`config.mk`:
```
export PLATFORM = sky130hd
export DESIGN_NAME = lldma_channel
export DESIGN_NICKNAME = d
export VERILOG_FILES = /design/src/rtl/lldma_pkg.sv /design/src/rtl/lldma_buscyc.sv /design/src/rtl/lldma_channel.sv /design/src/rtl/lldma_fall_det.sv
export SDC_FILE = /design/constraint.sdc
export NUM_CORES = 1
export LEC_CHECK = 0
export ABC_CLOCK_PERIOD_IN_PS = 3300
export BUFFER_PORTS_ARGS = -buffer_cell sky130_fd_sc_hd__buf_2
export CORE_MARGIN = 2
export CORE_UTILIZATION = 30
export DETAILED_ROUTE_END_ITERATION = 16
export GPL_TIMING_DRIVEN = 0
export RECOVER_POWER = 50
export SLEW_MARGIN = 10
export SYNTH_ARGS = -nofsm -noshare
export SYNTH_HDL_FRONTEND = slang
export SYNTH_SLANG_ARGS = --single-unit
```
`constraint.sdc`:
```
create_clock -name core_clk -period 3.3 [get_ports core_clk]
set_input_delay 0.33 -clock core_clk [delete_from_list [all_inputs] [get_ports core_clk]]
set_output_delay 0.33 -clock core_clk [all_outputs]
set_load 0.02 [all_outputs]
```
`src/rtl/lldma_pkg.sv`:
```
package lldma_pkg;

    // ========================================================================
    // Widths and register map.
    localparam int AW = 24;
    localparam int DW = 16;

    localparam logic [2:0] REG_CTRL = 3'h0;
    localparam logic [2:0] REG_LINK = 3'h1;
    localparam logic [2:0] REG_STAT = 3'h2;
    localparam logic [2:0] REG_SRC  = 3'h3;
    localparam logic [2:0] REG_DST  = 3'h4;
    localparam logic [2:0] REG_CNT  = 3'h5;

    localparam int CTL_EN    = 0;
    localparam int CTL_TCV   = 1;
    localparam int CTL_MODE  = 2;
    localparam int CTL_BURST = 4;

    localparam int ST_BUSY  = 0;
    localparam int ST_DONE  = 1;
    localparam int ST_ABORT = 2;

    // ========================================================================
    // Transfer methods and record fields.
    localparam logic [1:0] MODE_TWO  = 2'h0;
    localparam logic [1:0] MODE_M2IO = 2'h1;
    localparam logic [1:0] MODE_IO2M = 2'h2;

    localparam logic [1:0] F_SRC  = 2'h0;
    localparam logic [1:0] F_DST  = 2'h1;
    localparam logic [1:0] F_CNT  = 2'h2;
    localparam logic [1:0] F_NEXT = 2'h3;

    localparam logic [1:0] LAST_P_TWO = 2'h3;
    localparam logic [1:0] LAST_P_ONE = 2'h2;

    // ========================================================================
    // Timing and steps.
    localparam int         BUS_PHI_CYCLES = 3;
    localparam logic [1:0] BUS_LAST       = 2'(BUS_PHI_CYCLES - 1);
    localparam int         END_CYCLES     = 3;
    localparam logic [1:0] END_LAST       = 2'(END_CYCLES - 1);
    localparam logic [AW-1:0] UNIT_BYTES  = 24'h000002;
    localparam logic [AW-1:0] ZERO_ADDR   = 24'h000000;

    typedef enum logic [2:0] {
        S_IDLE, S_ARRAY, S_XFER, S_RD, S_WR, S_ONE, S_END
    } lldma_state_t;

    // ========================================================================
    // Record field decoding per transfer method.
    function automatic logic [1:0] lldma_fld(input logic [1:0] mode, input logic [1:0] p);
        logic [1:0] f;
        f = p;
        if (mode != MODE_TWO) begin
            unique case (p)
                2'h0:    f = (mode == MODE_M2IO) ? F_SRC : F_DST;
                2'h1:    f = F_CNT;
                default: f = F_NEXT;
            endcase
        end
        return f;
    endfunction : lldma_fld

    function automatic logic [1:0] lldma_last(input logic [1:0] mode);
        return (mode == MODE_TWO) ? LAST_P_TWO : LAST_P_ONE;
    endfunction : lldma_last

endpackage : lldma_pkg

```
`src/rtl/lldma_buscyc.sv`:
```
module lldma_buscyc
    import lldma_pkg::*;
(
    input  wire logic          core_clk,
    input  wire logic          rst_n,
    input  wire logic          start,
    input  wire logic          kill,
    input  wire logic          is_wr,
    input  wire logic [AW-1:0] addr,
    input  wire logic [DW-1:0] wdata,
    output logic [AW-1:0]      mem_addr,
    output logic [DW-1:0]      mem_wdata,
    output logic               mem_rd,
    output logic               mem_wr,
    output logic               busy,
    output logic               done
);

    // ========================================================================
    // Fixed three-cycle bus cycle.
    logic          busy_q, busy_d;
    logic [1:0]    cnt_q, cnt_d;
    logic          wr_q, wr_d;
    logic [AW-1:0] addr_q, addr_d;
    logic [DW-1:0] wdata_q, wdata_d;

    assign done      = busy_q && (cnt_q == BUS_LAST);
    assign busy      = busy_q;
    assign mem_rd    = busy_q && !wr_q;
    assign mem_wr    = busy_q && wr_q;
    assign mem_addr  = addr_q;
    assign mem_wdata = wdata_q;

    always_comb begin
        busy_d  = busy_q && !done;
        cnt_d   = busy_q ? 2'(cnt_q + 2'h1) : cnt_q;
        wr_d    = wr_q;
        addr_d  = addr_q;
        wdata_d = wdata_q;
        if (start) begin
            busy_d  = 1'b1;
            cnt_d   = 2'h0;
            wr_d    = is_wr;
            addr_d  = addr;
            wdata_d = wdata;
        end
        if (kill) begin
            busy_d = 1'b0;
        end
    end

    always_ff @(posedge core_clk or negedge rst_n) begin
        if (!rst_n) begin
            busy_q  <= 1'b0;
            cnt_q   <= 2'h0;
            wr_q    <= 1'b0;
            addr_q  <= 24'h000000;
            wdata_q <= 16'h0000;
        end else begin
            busy_q  <= busy_d;
            cnt_q   <= cnt_d;
            wr_q    <= wr_d;
            addr_q  <= addr_d;
            wdata_q <= wdata_d;
        end
    end

endmodule : lldma_buscyc

```
`src/rtl/lldma_channel.sv`:
```
// Overview of operation
// - Records sit anywhere; follow each link.
// - Two-bus record: source, destination, count, next.
// - Memory-to-I/O record: source, count, next.
// - I/O-to-memory record: destination, count, next.
// - Each entry 24-bit value plus ignored pad byte.
// - Normal end: count zero and next pointer zero.
// - Terminal-count falling edge aborts when pin-valid set.
// - Clearing enable aborts the chain.
// - Interrupt only on normal end, never abort.
// - Link latch holds next record; registers hold addresses.
// - Count register tracks bytes left in block.
// - Each block: array state then transfer state, or end state if count zero.
// - Array state fetches two bytes per read.
// - Each fetch bus cycle takes three clocks.
// - Acknowledge stays high through array state.
// - Unit per request unless burst set; bus kept three end cycles.
module lldma_channel
    import lldma_pkg::*;
(
    input  wire logic          core_clk,
    input  wire logic          rst_n,
    input  wire logic [2:0]    avs_address,
    input  wire logic          avs_read,
    input  wire logic          avs_write,
    input  wire logic [31:0]   avs_writedata,
    output logic [31:0]        avs_readdata,
    output logic               avs_waitrequest,
    output logic [AW-1:0]      mem_addr,
    output logic [DW-1:0]      mem_wdata,
    output logic               mem_rd,
    output logic               mem_wr,
    input  wire logic [DW-1:0] mem_rdata,
    input  wire logic [DW-1:0] io_data,
    input  wire logic          dma_req,
    input  wire logic          terminal_count_pin,
    output logic               channel_ack_pin_n,
    output logic               bus_hold,
    output logic               irq_req
);

    // ========================================================================
    // State.
    lldma_state_t  state_q, state_d;
    logic [AW-1:0] src_q, src_d;
    logic [AW-1:0] dst_q, dst_d;
    logic [AW-1:0] cnt_q, cnt_d;
    logic [AW-1:0] link_q, link_d;
    logic [AW-1:0] rec_q, rec_d;
    logic [DW-1:0] lo_q, lo_d;
    logic [1:0]    pidx_q, pidx_d;
    logic          half_q, half_d;
    logic [1:0]    endc_q, endc_d;
    logic          en_q, en_d;
    logic          tcv_q, tcv_d;
    logic [1:0]    mode_q, mode_d;
    logic          burst_q, burst_d;
    logic          done_q, done_d;
    logic          abort_q, abort_d;
    logic          irq_q, irq_d;
    logic          ack_q, ack_d;
    logic [31:0]   rdata_q, rdata_d;

    logic          bc_start, bc_kill, bc_wr, bc_busy, bc_done;
    logic [AW-1:0] bc_addr, val;
    logic [DW-1:0] bc_wdata;
    logic          term_fall, active, wr_ctrl, abort_ev, start_ev;
    logic [3:0]    off;

    // ========================================================================
    // Submodules.
    lldma_buscyc u_bus (
        .core_clk  (core_clk),
        .rst_n     (rst_n),
        .start     (bc_start),
        .kill      (bc_kill),
        .is_wr     (bc_wr),
        .addr      (bc_addr),
        .wdata     (bc_wdata),
        .mem_addr  (mem_addr),
        .mem_wdata (mem_wdata),
        .mem_rd    (mem_rd),
        .mem_wr    (mem_wr),
        .busy      (bc_busy),
        .done      (bc_done)
    );

    lldma_fall_det u_term (
        .core_clk (core_clk),
        .rst_n    (rst_n),
        .lvl      (terminal_count_pin),
        .fall     (term_fall)
    );

    // ========================================================================
    // Bus slave handshake and outputs.
    assign avs_waitrequest = (avs_read || avs_write) && !ack_q;
    assign avs_readdata    = rdata_q;
    assign active          = (state_q != S_IDLE);
    assign wr_ctrl         = avs_write && ack_q && (avs_address == REG_CTRL);
    assign abort_ev        = active && ((tcv_q && term_fall)
                             || (wr_ctrl && !avs_writedata[CTL_EN]));
    assign start_ev        = !active && wr_ctrl && avs_writedata[CTL_EN];
    assign bus_hold        = active;
    assign irq_req         = irq_q;
    assign channel_ack_pin_n = !(bc_busy && (state_q inside {S_RD, S_WR, S_ONE}));

    // ========================================================================
    // Next-state logic.
    always_comb begin
        state_d  = state_q;
        src_d    = src_q;
        dst_d    = dst_q;
        cnt_d    = cnt_q;
        link_d   = link_q;
        rec_d    = rec_q;
        lo_d     = lo_q;
        pidx_d   = pidx_q;
        half_d   = half_q;
        endc_d   = endc_q;
        en_d     = en_q;
        tcv_d    = tcv_q;
        mode_d   = mode_q;
        burst_d  = burst_q;
        done_d   = done_q;
        abort_d  = abort_q;
        irq_d    = 1'b0;
        ack_d    = (avs_read || avs_write) && !ack_q;
        rdata_d  = rdata_q;
        bc_start = 1'b0;
        bc_kill  = 1'b0;
        bc_wr    = 1'b0;
        bc_addr  = src_q;
        bc_wdata = mem_rdata;
        val      = {mem_rdata[7:0], lo_q};
        off      = {pidx_q, half_q, 1'b0};

        if (ack_d) begin
            unique case (avs_address)
                REG_CTRL: rdata_d = {27'h0, burst_q, mode_q, tcv_q, en_q};
                REG_LINK: rdata_d = {8'h00, link_q};
                REG_STAT: rdata_d = {29'h0, abort_q, done_q, active};
                REG_SRC:  rdata_d = {8'h00, src_q};
                REG_DST:  rdata_d = {8'h00, dst_q};
                REG_CNT:  rdata_d = {8'h00, cnt_q};
                default:  rdata_d = 32'h00000000;
            endcase
        end
        if (wr_ctrl) begin
            en_d  = avs_writedata[CTL_EN];
            tcv_d = avs_writedata[CTL_TCV];
            if (!active) begin
                mode_d  = avs_writedata[CTL_MODE+1:CTL_MODE];
                burst_d = avs_writedata[CTL_BURST];
            end
        end
        if (avs_write && ack_q && !active && avs_address == REG_LINK) begin
            link_d = avs_writedata[AW-1:0];
        end
        if (avs_write && ack_q && avs_address == REG_STAT) begin
            done_d  = done_q && !avs_writedata[ST_DONE];
            abort_d = abort_q && !avs_writedata[ST_ABORT];
        end

        unique case (state_q)
            S_IDLE: begin
                if (start_ev) begin
                    rec_d    = link_q;
                    pidx_d   = 2'h0;
                    half_d   = 1'b0;
                    bc_start = 1'b1;
                    bc_addr  = link_q;
                    state_d  = S_ARRAY;
                end
            end
            S_ARRAY: begin
                if (bc_done && !half_q) begin
                    lo_d     = mem_rdata;
                    half_d   = 1'b1;
                    bc_start = 1'b1;
                    bc_addr  = rec_q + AW'({pidx_q, 2'b10});
                end else if (bc_done) begin
                    half_d = 1'b0;
                    unique case (lldma_fld(mode_q, pidx_q))
                        F_SRC:  src_d  = val;
                        F_DST:  dst_d  = val;
                        F_CNT:  cnt_d  = val;
                        F_NEXT: link_d = val;
                    endcase
                    if (pidx_q == lldma_last(mode_q)) begin
                        endc_d  = 2'h0;
                        state_d = (cnt_q == ZERO_ADDR) ? S_END : S_XFER;
                    end else begin
                        pidx_d   = 2'(pidx_q + 2'h1);
                        bc_start = 1'b1;
                        bc_addr  = rec_q + AW'({2'(pidx_q + 2'h1), 2'b00});
                    end
                end
            end
            S_XFER: begin
                if (burst_q || dma_req) begin
                    bc_start = 1'b1;
                    unique case (mode_q)
                        MODE_TWO:  state_d = S_RD;
                        MODE_M2IO: state_d = S_ONE;
                        default: begin
                            bc_wr    = 1'b1;
                            bc_addr  = dst_q;
                            bc_wdata = io_data;
                            state_d  = S_ONE;
                        end
                    endcase
                end
            end
            S_RD: begin
                if (bc_done) begin
                    bc_start = 1'b1;
                    bc_wr    = 1'b1;
                    bc_addr  = dst_q;
                    state_d  = S_WR;
                end
            end
            S_WR, S_ONE: begin
                if (bc_done) begin
                    src_d   = src_q + UNIT_BYTES;
                    dst_d   = dst_q + UNIT_BYTES;
                    cnt_d   = (cnt_q < UNIT_BYTES) ? ZERO_ADDR : cnt_q - UNIT_BYTES;
                    endc_d  = 2'h0;
                    state_d = (cnt_d == ZERO_ADDR) ? S_END : S_XFER;
                end
            end
            S_END: begin
                endc_d = 2'(endc_q + 2'h1);
                if (endc_q == END_LAST) begin
                    if (link_q == ZERO_ADDR) begin
                        state_d = S_IDLE;
                        irq_d   = 1'b1;
                        done_d  = 1'b1;
                        en_d    = 1'b0;
                    end else begin
                        rec_d    = link_q;
                        pidx_d   = 2'h0;
                        half_d   = 1'b0;
                        bc_start = 1'b1;
                        bc_addr  = link_q;
                        state_d  = S_ARRAY;
                    end
                end
            end
        endcase

        if (abort_ev) begin
            state_d  = S_IDLE;
            bc_start = 1'b0;
            bc_kill  = 1'b1;
            irq_d    = 1'b0;
            abort_d  = 1'b1;
            en_d     = 1'b0;
        end
    end

    // ========================================================================
    // Registers.
    always_ff @(posedge core_clk or negedge rst_n) begin
        if (!rst_n) begin
            state_q <= S_IDLE;
            src_q   <= 24'h000000;
            dst_q   <= 24'h000000;
            cnt_q   <= 24'h000000;
            link_q  <= 24'h000000;
            rec_q   <= 24'h000000;
            lo_q    <= 16'h0000;
            pidx_q  <= 2'h0;
            half_q  <= 1'b0;
            endc_q  <= 2'h0;
            en_q    <= 1'b0;
            tcv_q   <= 1'b0;
            mode_q  <= 2'h0;
            burst_q <= 1'b0;
            done_q  <= 1'b0;
            abort_q <= 1'b0;
            irq_q   <= 1'b0;
            ack_q   <= 1'b0;
            rdata_q <= 32'h00000000;
        end else begin
            state_q <= state_d;
            src_q   <= src_d;
            dst_q   <= dst_d;
            cnt_q   <= cnt_d;
            link_q  <= link_d;
            rec_q   <= rec_d;
            lo_q    <= lo_d;
            pidx_q  <= pidx_d;
            half_q  <= half_d;
            endc_q  <= endc_d;
            en_q    <= en_d;
            tcv_q   <= tcv_d;
            mode_q  <= mode_d;
            burst_q <= burst_d;
            done_q  <= done_d;
            abort_q <= abort_d;
            irq_q   <= irq_d;
            ack_q   <= ack_d;
            rdata_q <= rdata_d;
        end
    end

    // ========================================================================
    // Checks.
    fetch_len_a: assert property (@(posedge core_clk) disable iff (!rst_n)
        (bc_start && state_d == S_ARRAY && !bc_kill)
        |=> !bc_done ##1 !bc_done ##1 (bc_done || !active))
        else $error("Fetch bus cycle not three clocks.");

    ack_array_a: assert property (@(posedge core_clk) disable iff (!rst_n)
        state_q == S_ARRAY |-> channel_ack_pin_n)
        else $error("Acknowledge low during array state.");

    fetch_addr_a: assert property (@(posedge core_clk) disable iff (!rst_n)
        (state_q == S_ARRAY && mem_rd) |-> mem_addr == rec_q + AW'(off))
        else $error("Fetch address off record base.");

    array_xfer_a: assert property (@(posedge core_clk) disable iff (!rst_n)
        (state_q == S_ARRAY && bc_done && half_q && pidx_q == lldma_last(mode_q)
         && cnt_q != ZERO_ADDR && !abort_ev) |=> state_q == S_XFER)
        else $error("Array state did not lead to transfer.");

    norm_end_a: assert property (@(posedge core_clk) disable iff (!rst_n)
        irq_req |-> (link_q == ZERO_ADDR && cnt_q == ZERO_ADDR && state_q == S_IDLE))
        else $error("Interrupt without normal end.");

    irq_abort_a: assert property (@(posedge core_clk) disable iff (!rst_n)
        abort_ev |=> !irq_req ##1 !irq_req)
        else $error("Interrupt after abort.");

    term_abort_a: assert property (@(posedge core_clk) disable iff (!rst_n)
        (active && tcv_q && $fell(terminal_count_pin)) |=> (state_q == S_IDLE && abort_q))
        else $error("Terminal count edge did not abort.");

    en_abort_a: assert property (@(posedge core_clk) disable iff (!rst_n)
        (active && wr_ctrl && !avs_writedata[CTL_EN]) |=> (state_q == S_IDLE && !bus_hold))
        else $error("Enable clear did not abort.");

    end_hold_a: assert property (@(posedge core_clk) disable iff (!rst_n)
        (state_q != S_END ##1 state_q == S_END) |-> (bus_hold[*3]))
        else $error("Block end released bus early.");

    relink_a: assert property (@(posedge core_clk) disable iff (!rst_n)
        (state_q == S_END && endc_q == END_LAST && link_q != ZERO_ADDR && !abort_ev)
        |=> (state_q == S_ARRAY && rec_q == $past(link_q) && mem_addr == rec_q))
        else $error("Next record not fetched.");

    count_dec_a: assert property (@(posedge core_clk) disable iff (!rst_n)
        (state_q inside {S_WR, S_ONE} && bc_done && !abort_ev && cnt_q >= UNIT_BYTES)
        |=> cnt_q == $past(cnt_q) - UNIT_BYTES)
        else $error("Count did not drop by one unit.");

endmodule : lldma_channel

```
`src/rtl/lldma_fall_det.sv`:
```
module lldma_fall_det (
    input  wire logic core_clk,
    input  wire logic rst_n,
    input  wire logic lvl,
    output logic      fall
);

    // ========================================================================
    // High-to-low edge detector.
    logic prev_q, prev_d;

    assign prev_d = lvl;
    assign fall   = prev_q && !lvl;

    always_ff @(posedge core_clk or negedge rst_n) begin
        if (!rst_n) begin
            prev_q <= 1'b0;
        end else begin
            prev_q <= prev_d;
        end
    end

endmodule : lldma_fall_det

```
* Word-level counts from Yosys, hierarchy flattened *
Index checks and enable logic that the tools add are counted.

word-level totals
  register bits = 230
  input bits = 73
  output and inout bits = 78
  logic and storage cells = 247

cells by class
  add/sub/neg operators = 8
  magnitude comparators = 1
  equal/unequal tests = 39
  mux-type cells = 111
  bitwise operators = 1
  reduce and logical (&&, ||, !) cells = 62

operator list
  operator               number
  $mux 24                30
  $pmux 24 s2            4
  $pmux 24 s6            1
  $pmux 24 s5            1
  $logic_not 24->1       3
  $add 24x2->24 const B  2
  $add 24x4->24          2
  $mux 16                3
  $mux 1                 37
  $mux 3                 12
  $mux 2                 16
  $ne 3x3->1 const B     9
  $reduce_and 5->1       5
  $lt 24x2->1 const B    1
  $sub 24x2->24 const B  1
  $logic_and 1x1->1      20
  $pmux 3 s6             1
  $ne 2x2->1 const B     8
  $eq 3x3->1 const B     5
  $eq 3x2->1 const B     4
  $pmux 2 s3             2
  $reduce_bool 3->1      4
  $logic_not 1->1        10
  $reduce_bool 2->1      5
  other kinds (19)       36

* Longest topological paths before layout *
Gate-level depths: netlist (run 1).

  depth in word-level cells = 12
  gate-level depth with buffers = 11
  mapped depth without buffers = 10

* Cells and area by module *
Synthesis (run 1) repeated with hierarchy kept, for this count alone.

second synthesis, totals
  cell total of the unflattened synthesis = 1494
  area, all modules = 13506.7 um2

by module, submodules not included
  module          instances  cells an instance  area each (um2)  sequential area each (um2)
  lldma_channel   1          1390               11606.1          4429.2
  lldma_buscyc    1          102                1861.8           1101.1
  lldma_fall_det  1          2                  38.8             25.0

* Worst setup path before layout (run 1) *
Ideal clock, no wire load.

  path kind = reg-to-reg
  start = reg cnt_q[1]
  end = reg state_q[2]
  library setup time = 0.077 ns
  arrival time = 2.349 ns
  required time = 3.223 ns
  path slack = 0.873 ns
  cell stages (with the launch flop) = 11
  buffers on the path = 1
  period minus slack after synthesis = 2.427 ns
  path through = dfrtp_1 inv_1 ha_1 nor4b_2 and4_1 buf_6 or4_1 o311a_1 a2111oi_2 o21bai_1 a21oi_1

on the way
  longest elaborated chain between the ends = 7
  elaborated cells between the ends (all ways) = 13
  those cells by class = 1 x add/sub; 1 x order compare; 9 x mux; 2 x reduce/logical

RTL lines
  item                                        line                                        source
  start, declared                             lldma_channel.sv:47                         logic [AW-1:0] cnt_q, cnt_d;
  start signal, assigned                      lldma_channel.sv:289                        cnt_q <= cnt_d;
  $sub 24x2->24 (tied with other cells)       lldma_channel.sv:227                        cnt_d = (cnt_q < UNIT_BYTES) ? ZERO_ADDR : cnt_q - UNIT_BYTES;
  $mux 24 or $mux 3 (tied branches)           lldma_channel.sv:227, lldma_channel.sv:192
  $logic_not 24->1 or $mux 3 (tied branches)  lldma_channel.sv:229, lldma_channel.sv:190
  $mux 3 (on tied branches)                   lldma_channel.sv:229, lldma_channel.sv:182
  $mux 3 (on tied branches)                   lldma_channel.sv:224, lldma_channel.sv:177
  $pmux 3 s6 *                                lldma_channel.sv:165                        unique case (state_q)
  $mux 3 *                                    lldma_channel.sv:252                        if (abort_ev) begin
  end signal, assigned                        lldma_channel.sv:286                        state_q <= state_d;
  end, declared                               lldma_channel.sv:44                         lldma_state_t state_q, state_d;

Mark *: on every way between the ends. The rest lies on a longest branch, timed or not. The select of a mux whose other input is x is not followed.
A chain may end at the register's enable or synchronous reset.

* Worst setup path after layout (run 1) *
Same ends and word-level chain as after synthesis.

==> results of run 1 <==
==> routing by layer <==
metal | vias to the layer above | GRT usage, % | wire, microns
li1 | 6074 | - | -
met3 | 136 | 2.92 | 4420
met1 | 6598 | 33.2 | 24000
met5 | - | 0 | 16
met2 | 685 | 40.0 | 26600
met4 | 2 | 12.1 | 3140
==> worst reg2reg max path, stage by stage, from the launching register on <==
cell and delay [ns]:
dfrtp_1 0.52, inv_1 0.12, ha_1 0.26, nor4b_2 0.21, and4_1 0.24, buf_6 0.13, or4_1 0.49, o311a_1 0.15
a2111oi_2 0.41, o21bai_1 0.28, a21oi_1 0.24
==> power by group <==
part	total (mW)	internal, mW	switching, mW	leakage (nW)
clock network	3.56	2.25	1.31	0.519
registers	5.60	3.79	1.80	2.79
logic	5.26	1.85	3.41	3.14
total	14.4	7.89	6.52	6.45
==> kinds of logic after synthesis <==
group,synth area share (%)
buf+inv,4.85
mux,7.01
fa+ha+maj,1.33
simple gates,18.8
other cells,0.0282
compound gates,24.9
xor+xnor,1.38
flops,41.7
==> state kept, by name, summed over array words and instances, names as in the netlist, 2 cells and up <==
signal	flops
rec_q	24
u_bus.mem_addr	24
src_q	24
u_bus.cnt_q	2
endc_q	2
mode_q	2
dst_q	24
u_bus.mem_wdata	16
avs_readdata	24
pidx_q	2
cnt_q	24
state_q	3
lo_q	16
link_q	24
==> per-stage QoR <==
step                      hold WS [ns]  utilization (%)  setup TNS (ns)
after CTS                      0.00351             36.4               0
final                           0.0222             36.2               0
after global placement           0.455             33.5         -491.76
after detailed placement         0.210             33.7          -0.320
after global routing            0.0193             36.2               0
after floorplan                 0.0344                -               0
==> layout make-up <==
class / instances / area (sq um)
inverters: 29 / 109
fillers: 4567 / 28100
plain buffers: 122 / 544
well taps: 592 / 741
repair buffers: 146 / 742
flip-flops and latches: 222 / 5560
clock inverters: 17 / 275
clock buffers: 37 / 796
multi-input cells: 1178 / 7170
==> cell usage in the layout, fill, tap and decap left out, types with 7 or more instances in the layout <==
master	synthesis	routed
nand2b_1	10	10
a222oi_1	15	15
buf_4	10	10
nor4_1	18	17
nor3b_1	12	12
o22a_1	11	11
clkbuf_1	86	151
or3_1	8	8
a2bb2oi_1	18	18
nor2_1	98	95
and3_1	16	16
mux2i_1	55	55
o21ai_0	187	187
a22o_1	27	27
o22ai_1	28	28
clkbuf_16	0	29
a221oi_1	29	29
nor3_1	40	40
nand4_1	13	13
mux2_2	34	34
conb_1	1	8
nand2_1	220	220
o31a_1	8	8
xnor2_1	11	11
dfrtp_1	222	222
a21o_1	11	11
xor2_1	10	10
dlygate4sd3_1	0	10
a21oi_1	112	112
a31oi_1	14	14
nand3_1	44	44
inv_1	28	28
and2_1	11	11
nor2b_1	8	8
buf_2	21	88
ha_1	11	11
bufinv_16	0	7
==> worst max path at each step <==
stage,from,endpoint,slack [ns]
2_1_floorplan,cnt_q[1]$_DFFE_PN0P_,state_q[2]$_DFFE_PN0P_,0.87
3_3_place_gp,rst_n,avs_readdata[10]$_DFFE_PN0P_,-2.24
3_5_place_dp,avs_address[0],u_bus.mem_wdata[12]$_DFFE_PN0P_,-0.11
4_1_cts,link_q[9]$_DFF_PN0_,u_bus.mem_addr[16]$_DFFE_PN0P_,0.05
5_1_grt,pidx_q[0]$_DFFE_PN0P_,cnt_q[19]$_DFFE_PN0P_,0.04
6_report,cnt_q[1]$_DFFE_PN0P_,state_q[2]$_DFFE_PN0P_,0.15
==> repair_timing <==
action | in CTS | in global routing
resized for setup | 6 | 10
hold endpoints to repair | 37 | 0
gates cloned | 0 | 0
setup endpoints to repair | 10 | 18
hold buffers | 10 | 0
==> out/qor.txt, run 1 <==
status = complete, but fails checks
failing checks = capacitance limit, slew limit
Final Hold Viols = 0
nets = 1814
Max-Cap Viols = 1
initial antenna violation count = 1
Die Footprint = 46100 sq um
Top FF cell, synth = dfrtp_1
global-route wire length before repair = 86600 microns
CTS max path bufs = 3
FF-to-FF path depth = 10
RSZ-0062 raised after global routing = no
CP Max Fanout = 6
Chip Height = 215 microns
HP Start = avs_writedata[4]
number of global-route vias before repair = 13000
cell taking the most area after synthesis = dfrtp_1
Min-Delay Path Depth = 2
clock root cell = clkbuf_16
most frequent cell after synthesis = dfrtp_1
Die Wd = 215 microns
min cycle time layout = 3.15 ns
kind of end point of the critical path = flop
Clock Skews = 0.0267 ns
leakage power = 6.45 nW
HP Class = primary input to flop
CP arrival = 3.65 ns
clk sink count = 222
largest net degree at the start of global routing = 99
worst hold endpoint = burst_q$_DFFE_PN0P_
area delta synth->final = 19.7%
final worst path period share = 95.5%
io pins = 151
Final Power = 14.4 mW
Buf+Inv Stages, Crit Path = 2
fraction of registers with async set/reset = 100%
Clk pin slew, worst setup/hold paths = 0.06 ns
post-DP HPWL = 44600 microns
Rel. slew slack = -23.7%
synthesized area = 13300 sq um
Critical Path RT = 3.80 ns
Post-CTS Setup Inserts = 0
share of layout cells above drive strength 1 = 12.1%
Least-Margin Pin Slew = 1.86 ns
detailed-route wire length = 58200 microns
DR iter-0 viols = 1564
DR pass1 iterations = 7
DP Area = 14800 sq um
number of synthesized register bits = 222
Layout Cells excl Fill = 2343
Post-Place Setup Slack = -0.114 ns
WP depth = 10
worst setup path class = flop to flop
gp weighted congestion = 0.979
total track usage = 24.9%
antenna viol nets, final = 0
setup violators final = 0
grt total ovfl = 0
post-synthesis sequential area ratio = 41.7%
number of synthesized flops with an enable pin = 0
row cnt = 77
CP delay by family, top = compound AO/OA/AOI/OAI gates
CP Cell Sequence = inv_1 > ha_1 > nor4b_2 > and4_1 > buf_6 > or4_1 > o311a_1 > a2111oi_2 > o21bai_1 > a21oi_1
synth top area cells = dfrtp_1, o21ai_0, nand2_1, a21oi_1, mux2i_1
cts bufs inserted = 29
DRC viols = 0
Setup crit start kind = flop
Max stage delay cell, worst path = dfrtp_1
CTS HTree Levels = 1
Synth warnings = 0
Port Buffers = 134
setup slack, reg-to-reg = 0.15 ns
Slew Viols, Final = 29
DR WL/cell = 24.8 microns
CTS tree = yes
vias = 13500
Peak VDD IR = 0.000464 V
Max Fclk = 317 MHz
core footprint = 44000 sq um
vias per inst = 5.76
final setup margin = 0.150 ns
Placed Cells = 2279
total power per unit cell area = 905 nW/um^2
reg-to-reg endpoint = state_q[2]$_DFFE_PN0P_
synth cell count leaders = dfrtp_1, nand2_1, o21ai_0
antenna fix cells = 0
slowest cell delay on critical path = 0.52 ns
Synth top area share = 41.7%
post-route design area = 15900 sq um
count of different cell masters after synthesis = 78
syn_area_per_cell = 8.62 sq um
RR Startpoint = cnt_q[1]$_DFFE_PN0P_
Skew-Pair Late Insertion Delay = 0.58 ns
initial core utilization = 30.2%
Post-Synthesis Cells = 1544
(Power assumes the default switching activity.)
==> run 2: changes to the inputs <==
--- a/config.mk
+++ b/config.mk
@@ -9,6 +9,8 @@
 export BUFFER_PORTS_ARGS = -buffer_cell sky130_fd_sc_hd__buf_2
 export CORE_MARGIN = 2
 export CORE_UTILIZATION = 30
+export CTS_BUF_LIST = sky130_fd_sc_hd__clkbuf_4 sky130_fd_sc_hd__clkbuf_8
+export CTS_CLUSTER_DIAMETER = 150
 export DETAILED_ROUTE_END_ITERATION = 16
 export GPL_TIMING_DRIVEN = 0
 export RECOVER_POWER = 50
==> run 2 against run 1 <==
The run still ends with capacitance limit, slew limit left. Largest power group unchanged. Clock skew grew 0.0098 ns. Worst hold slack improved by 0.015 ns. First-iteration DRC count is 3.3% higher. Clock power decreased by 9.6%. Core utilization about the same. Sequential power hardly changed. Count of clock-buffer cells in the layout grew 27. Critical path depth shrank 1.
==> out/qor.txt, run 2 (synthesis results as in run 1) <==
clk sink count = 222 (unchanged)
CTS tree = yes (unchanged)
Slew Viols, Final = 29 (unchanged)
io pins = 151 (unchanged)
Max Fclk = 310 MHz (was 317 MHz)
RR Startpoint = link_q[1]$_DFF_PN0_ (was cnt_q[1]$_DFFE_PN0P_)
Die Wd = 215 microns (unchanged)
most frequent cells in the layout = dfrtp_1, nand2_1, o21ai_0 (unchanged)
Port Buffers = 134 (unchanged)
number of global-route vias before repair = 13200 (was 13000)
row cnt = 77 (unchanged)
global-route wire length before repair = 87400 microns (was 86600 microns)
core footprint = 44000 sq um (unchanged)
vias = 13700 (was 13500)
largest net degree at the start of global routing = 99 (unchanged)
post-route design area = 15900 sq um (about the same)
Seq. cell area = 5560 sq um (unchanged)
total power per unit cell area = 884 nW/um^2 (was 905 nW/um^2)
worst setup path class = flop to flop (unchanged)
grt total ovfl = 0 (unchanged)
HP Start = mem_rdata[0] (was avs_writedata[4])
detailed-route wire length = 58700 microns (was 58200 microns)
antenna fix cells = 0 (unchanged)
Clock Skews = 0.0365 ns (was 0.0267 ns)
final worst path period share = 97.8% (was 95.5%)
CP Cell Sequence = nor4_1 > nand4_1 > or2_2 > clkbuf_1 > o221ai_4 > buf_4 > a222oi_1 > o31a_1 > o21ai_0 (was inv_1 > ha_1 > nor4b_2 > and4_1 > buf_6 > or4_1 > o311a_1 > a2111oi_2 > o21bai_1 > a21oi_1)
Max stage delay cell, worst path = nor4_1 (was dfrtp_1)
Placed Cells = 2279 (unchanged)
Rel. slew slack = -27.4% (was -23.7%)
Peak VDD IR = 0.000347 V (was 0.000464 V)
cts bufs inserted = 43 (was 29)
setup violators final = 0 (unchanged)
leakage power = 6.49 nW (was 6.45 nW)
share of layout cells above drive strength 1 = 13.3% (was 12.1%)
post-DP HPWL = 44600 microns (unchanged)
Fillers = 4614 (was 4567)
Layout Cells excl Fill = 2376 (was 2343)
Max-Cap Viols = 1 (unchanged)
total track usage = 25.3% (was 24.9%)
nets = 1836 (was 1814)
antenna viol nets, final = 0 (unchanged)
DR pass1 iterations = 7 (unchanged)
Multi-input gate area = 7160 sq um (was 7170 sq um)
failing checks = capacitance limit, slew limit (unchanged)
CP Max Fanout = 10 (was 6)
Chip Height = 215 microns (unchanged)
DR iter-0 viols = 1615 (was 1564)
initial antenna violation count = 0 (was 1)
Skew-Pair Late Insertion Delay = 0.63 ns (was 0.58 ns)
status = complete, but fails checks (unchanged)
min cycle time layout = 3.23 ns (was 3.15 ns)
CP delay by family, top = simple AND/OR/NAND/NOR gates (was compound AO/OA/AOI/OAI gates)
area delta synth->final = 19.5% (was 19.7%)
clock root cell = clkbuf_8 (was clkbuf_16)
DP Area = 14800 sq um (unchanged)
DRC viols = 0 (unchanged)
CP arrival = 3.74 ns (was 3.65 ns)
kind of end point of the critical path = flop (unchanged)
RSZ-0062 raised after global routing = no (unchanged)
Critical Path Start = link_q[1]$_DFF_PN0_ (was cnt_q[1]$_DFFE_PN0P_)
initial core utilization = 30.2% (unchanged)
vias per inst = 5.75 (was 5.76)
Least-Margin Pin Slew = 1.91 ns (was 1.86 ns)
most common cell after layout, fill and taps aside = dfrtp_1 (unchanged)
Die Footprint = 46100 sq um (unchanged)
slowest cell delay on critical path = 0.50 ns (was 0.52 ns)
Buf+Inv Stages, Crit Path = 2 (unchanged)
DR WL/cell = 24.7 microns (was 24.8 microns)
HP Class = primary input to flop (unchanged)
Final Hold Viols = 0 (unchanged)
Clk pin slew, worst setup/hold paths = 0.06 ns (about the same)
gp weighted congestion = 0.979 (unchanged)
final design utilization = 36.1% (was 36.2%)
CTS HTree Levels = 2 (was 1)
Setup crit start kind = flop (unchanged)
Critical Path RT = 3.82 ns (was 3.80 ns)
CTS max path bufs = 3 (unchanged)
[run 2: worst reg2reg max path: stages, from the launching register on]
cell and delay (ns):
dfrtp_1 0.48, nor4_1 0.50, nand4_1 0.35, or2_2 0.38, clkbuf_1 0.20, o221ai_4 0.43, buf_4 0.31, a222oi_1 0.15
o31a_1 0.19, o21ai_0 0.14
[run 2: timing repair]
item,in CTS,in global routing
pin swaps,0,0
buffers inserted,0,0
setup endpoints to repair,9,13
gates resized for setup,5,9
hold buffers,19,0
hold endpoints to repair,86,0
[run 2: worst paths after layout]
kind,endpoint,slack [ns],cells after the start
worst max-delay path,u_bus.mem_addr[16]$_DFFE_PN0P_,0.07,9
min in group asynchronous,u_bus.wr_q$_DFFE_PN0P_,0.77,2
max in group asynchronous,cnt_q[15]$_DFFE_PN0P_,0.49,4
worst min register to register,avs_readdata[0]$_DFFE_PN0P_,0.47,2
worst min-delay path,lo_q[0]$_DFFE_PN0P_,0.04,3
worst max register to register,u_bus.mem_addr[16]$_DFFE_PN0P_,0.07,9
[run 2: layout make-up]
cell class,count,area share [%]
Multi-Input combinational cell,1178,45.0
Sequential cell,222,34.9
Timing Repair Buffer,155,5.15
Clock buffer,64,5.06
Tap cell,592,4.65
Buffer,121,3.39
Clock inverter,15,1.14
Inverter,29,0.684
[run 2: per-stage QoR]
stage          hold WS (ns)  total power, mW  setup TNS [ns]  worst slack, ns
2_1_floorplan        0.0344             8.21               0            0.873
3_3_place_gp          0.455             10.6         -491.76            -2.24
3_5_place_dp          0.210             10.7          -0.320           -0.114
4_1_cts            0.000708             14.0               0           0.0272
5_1_grt              0.0385             14.8               0          0.00587
6_report             0.0368             14.1               0           0.0736
[run 2: layer usage]
| layer | track usage, % | routed length, microns | up-vias |
|---|---|---|---|
| li1 | - | - | 6132 |
| met1 | 33.4 | 24300 | 6691 |
| met2 | 40.3 | 26800 | 678 |
| met3 | 3.52 | 4440 | 152 |
| met4 | 13.0 | 3230 | 0 |
| met5 | 0 | 0 | - |
[run 2: where the power goes]
group | switching (mW) | leakage [nW] | internal [mW]
clock | 1.33 | 0.525 | 1.88
sequential | 1.79 | 2.79 | 3.79
combinational | 3.40 | 3.17 | 1.85
total | 6.53 | 6.49 | 7.53
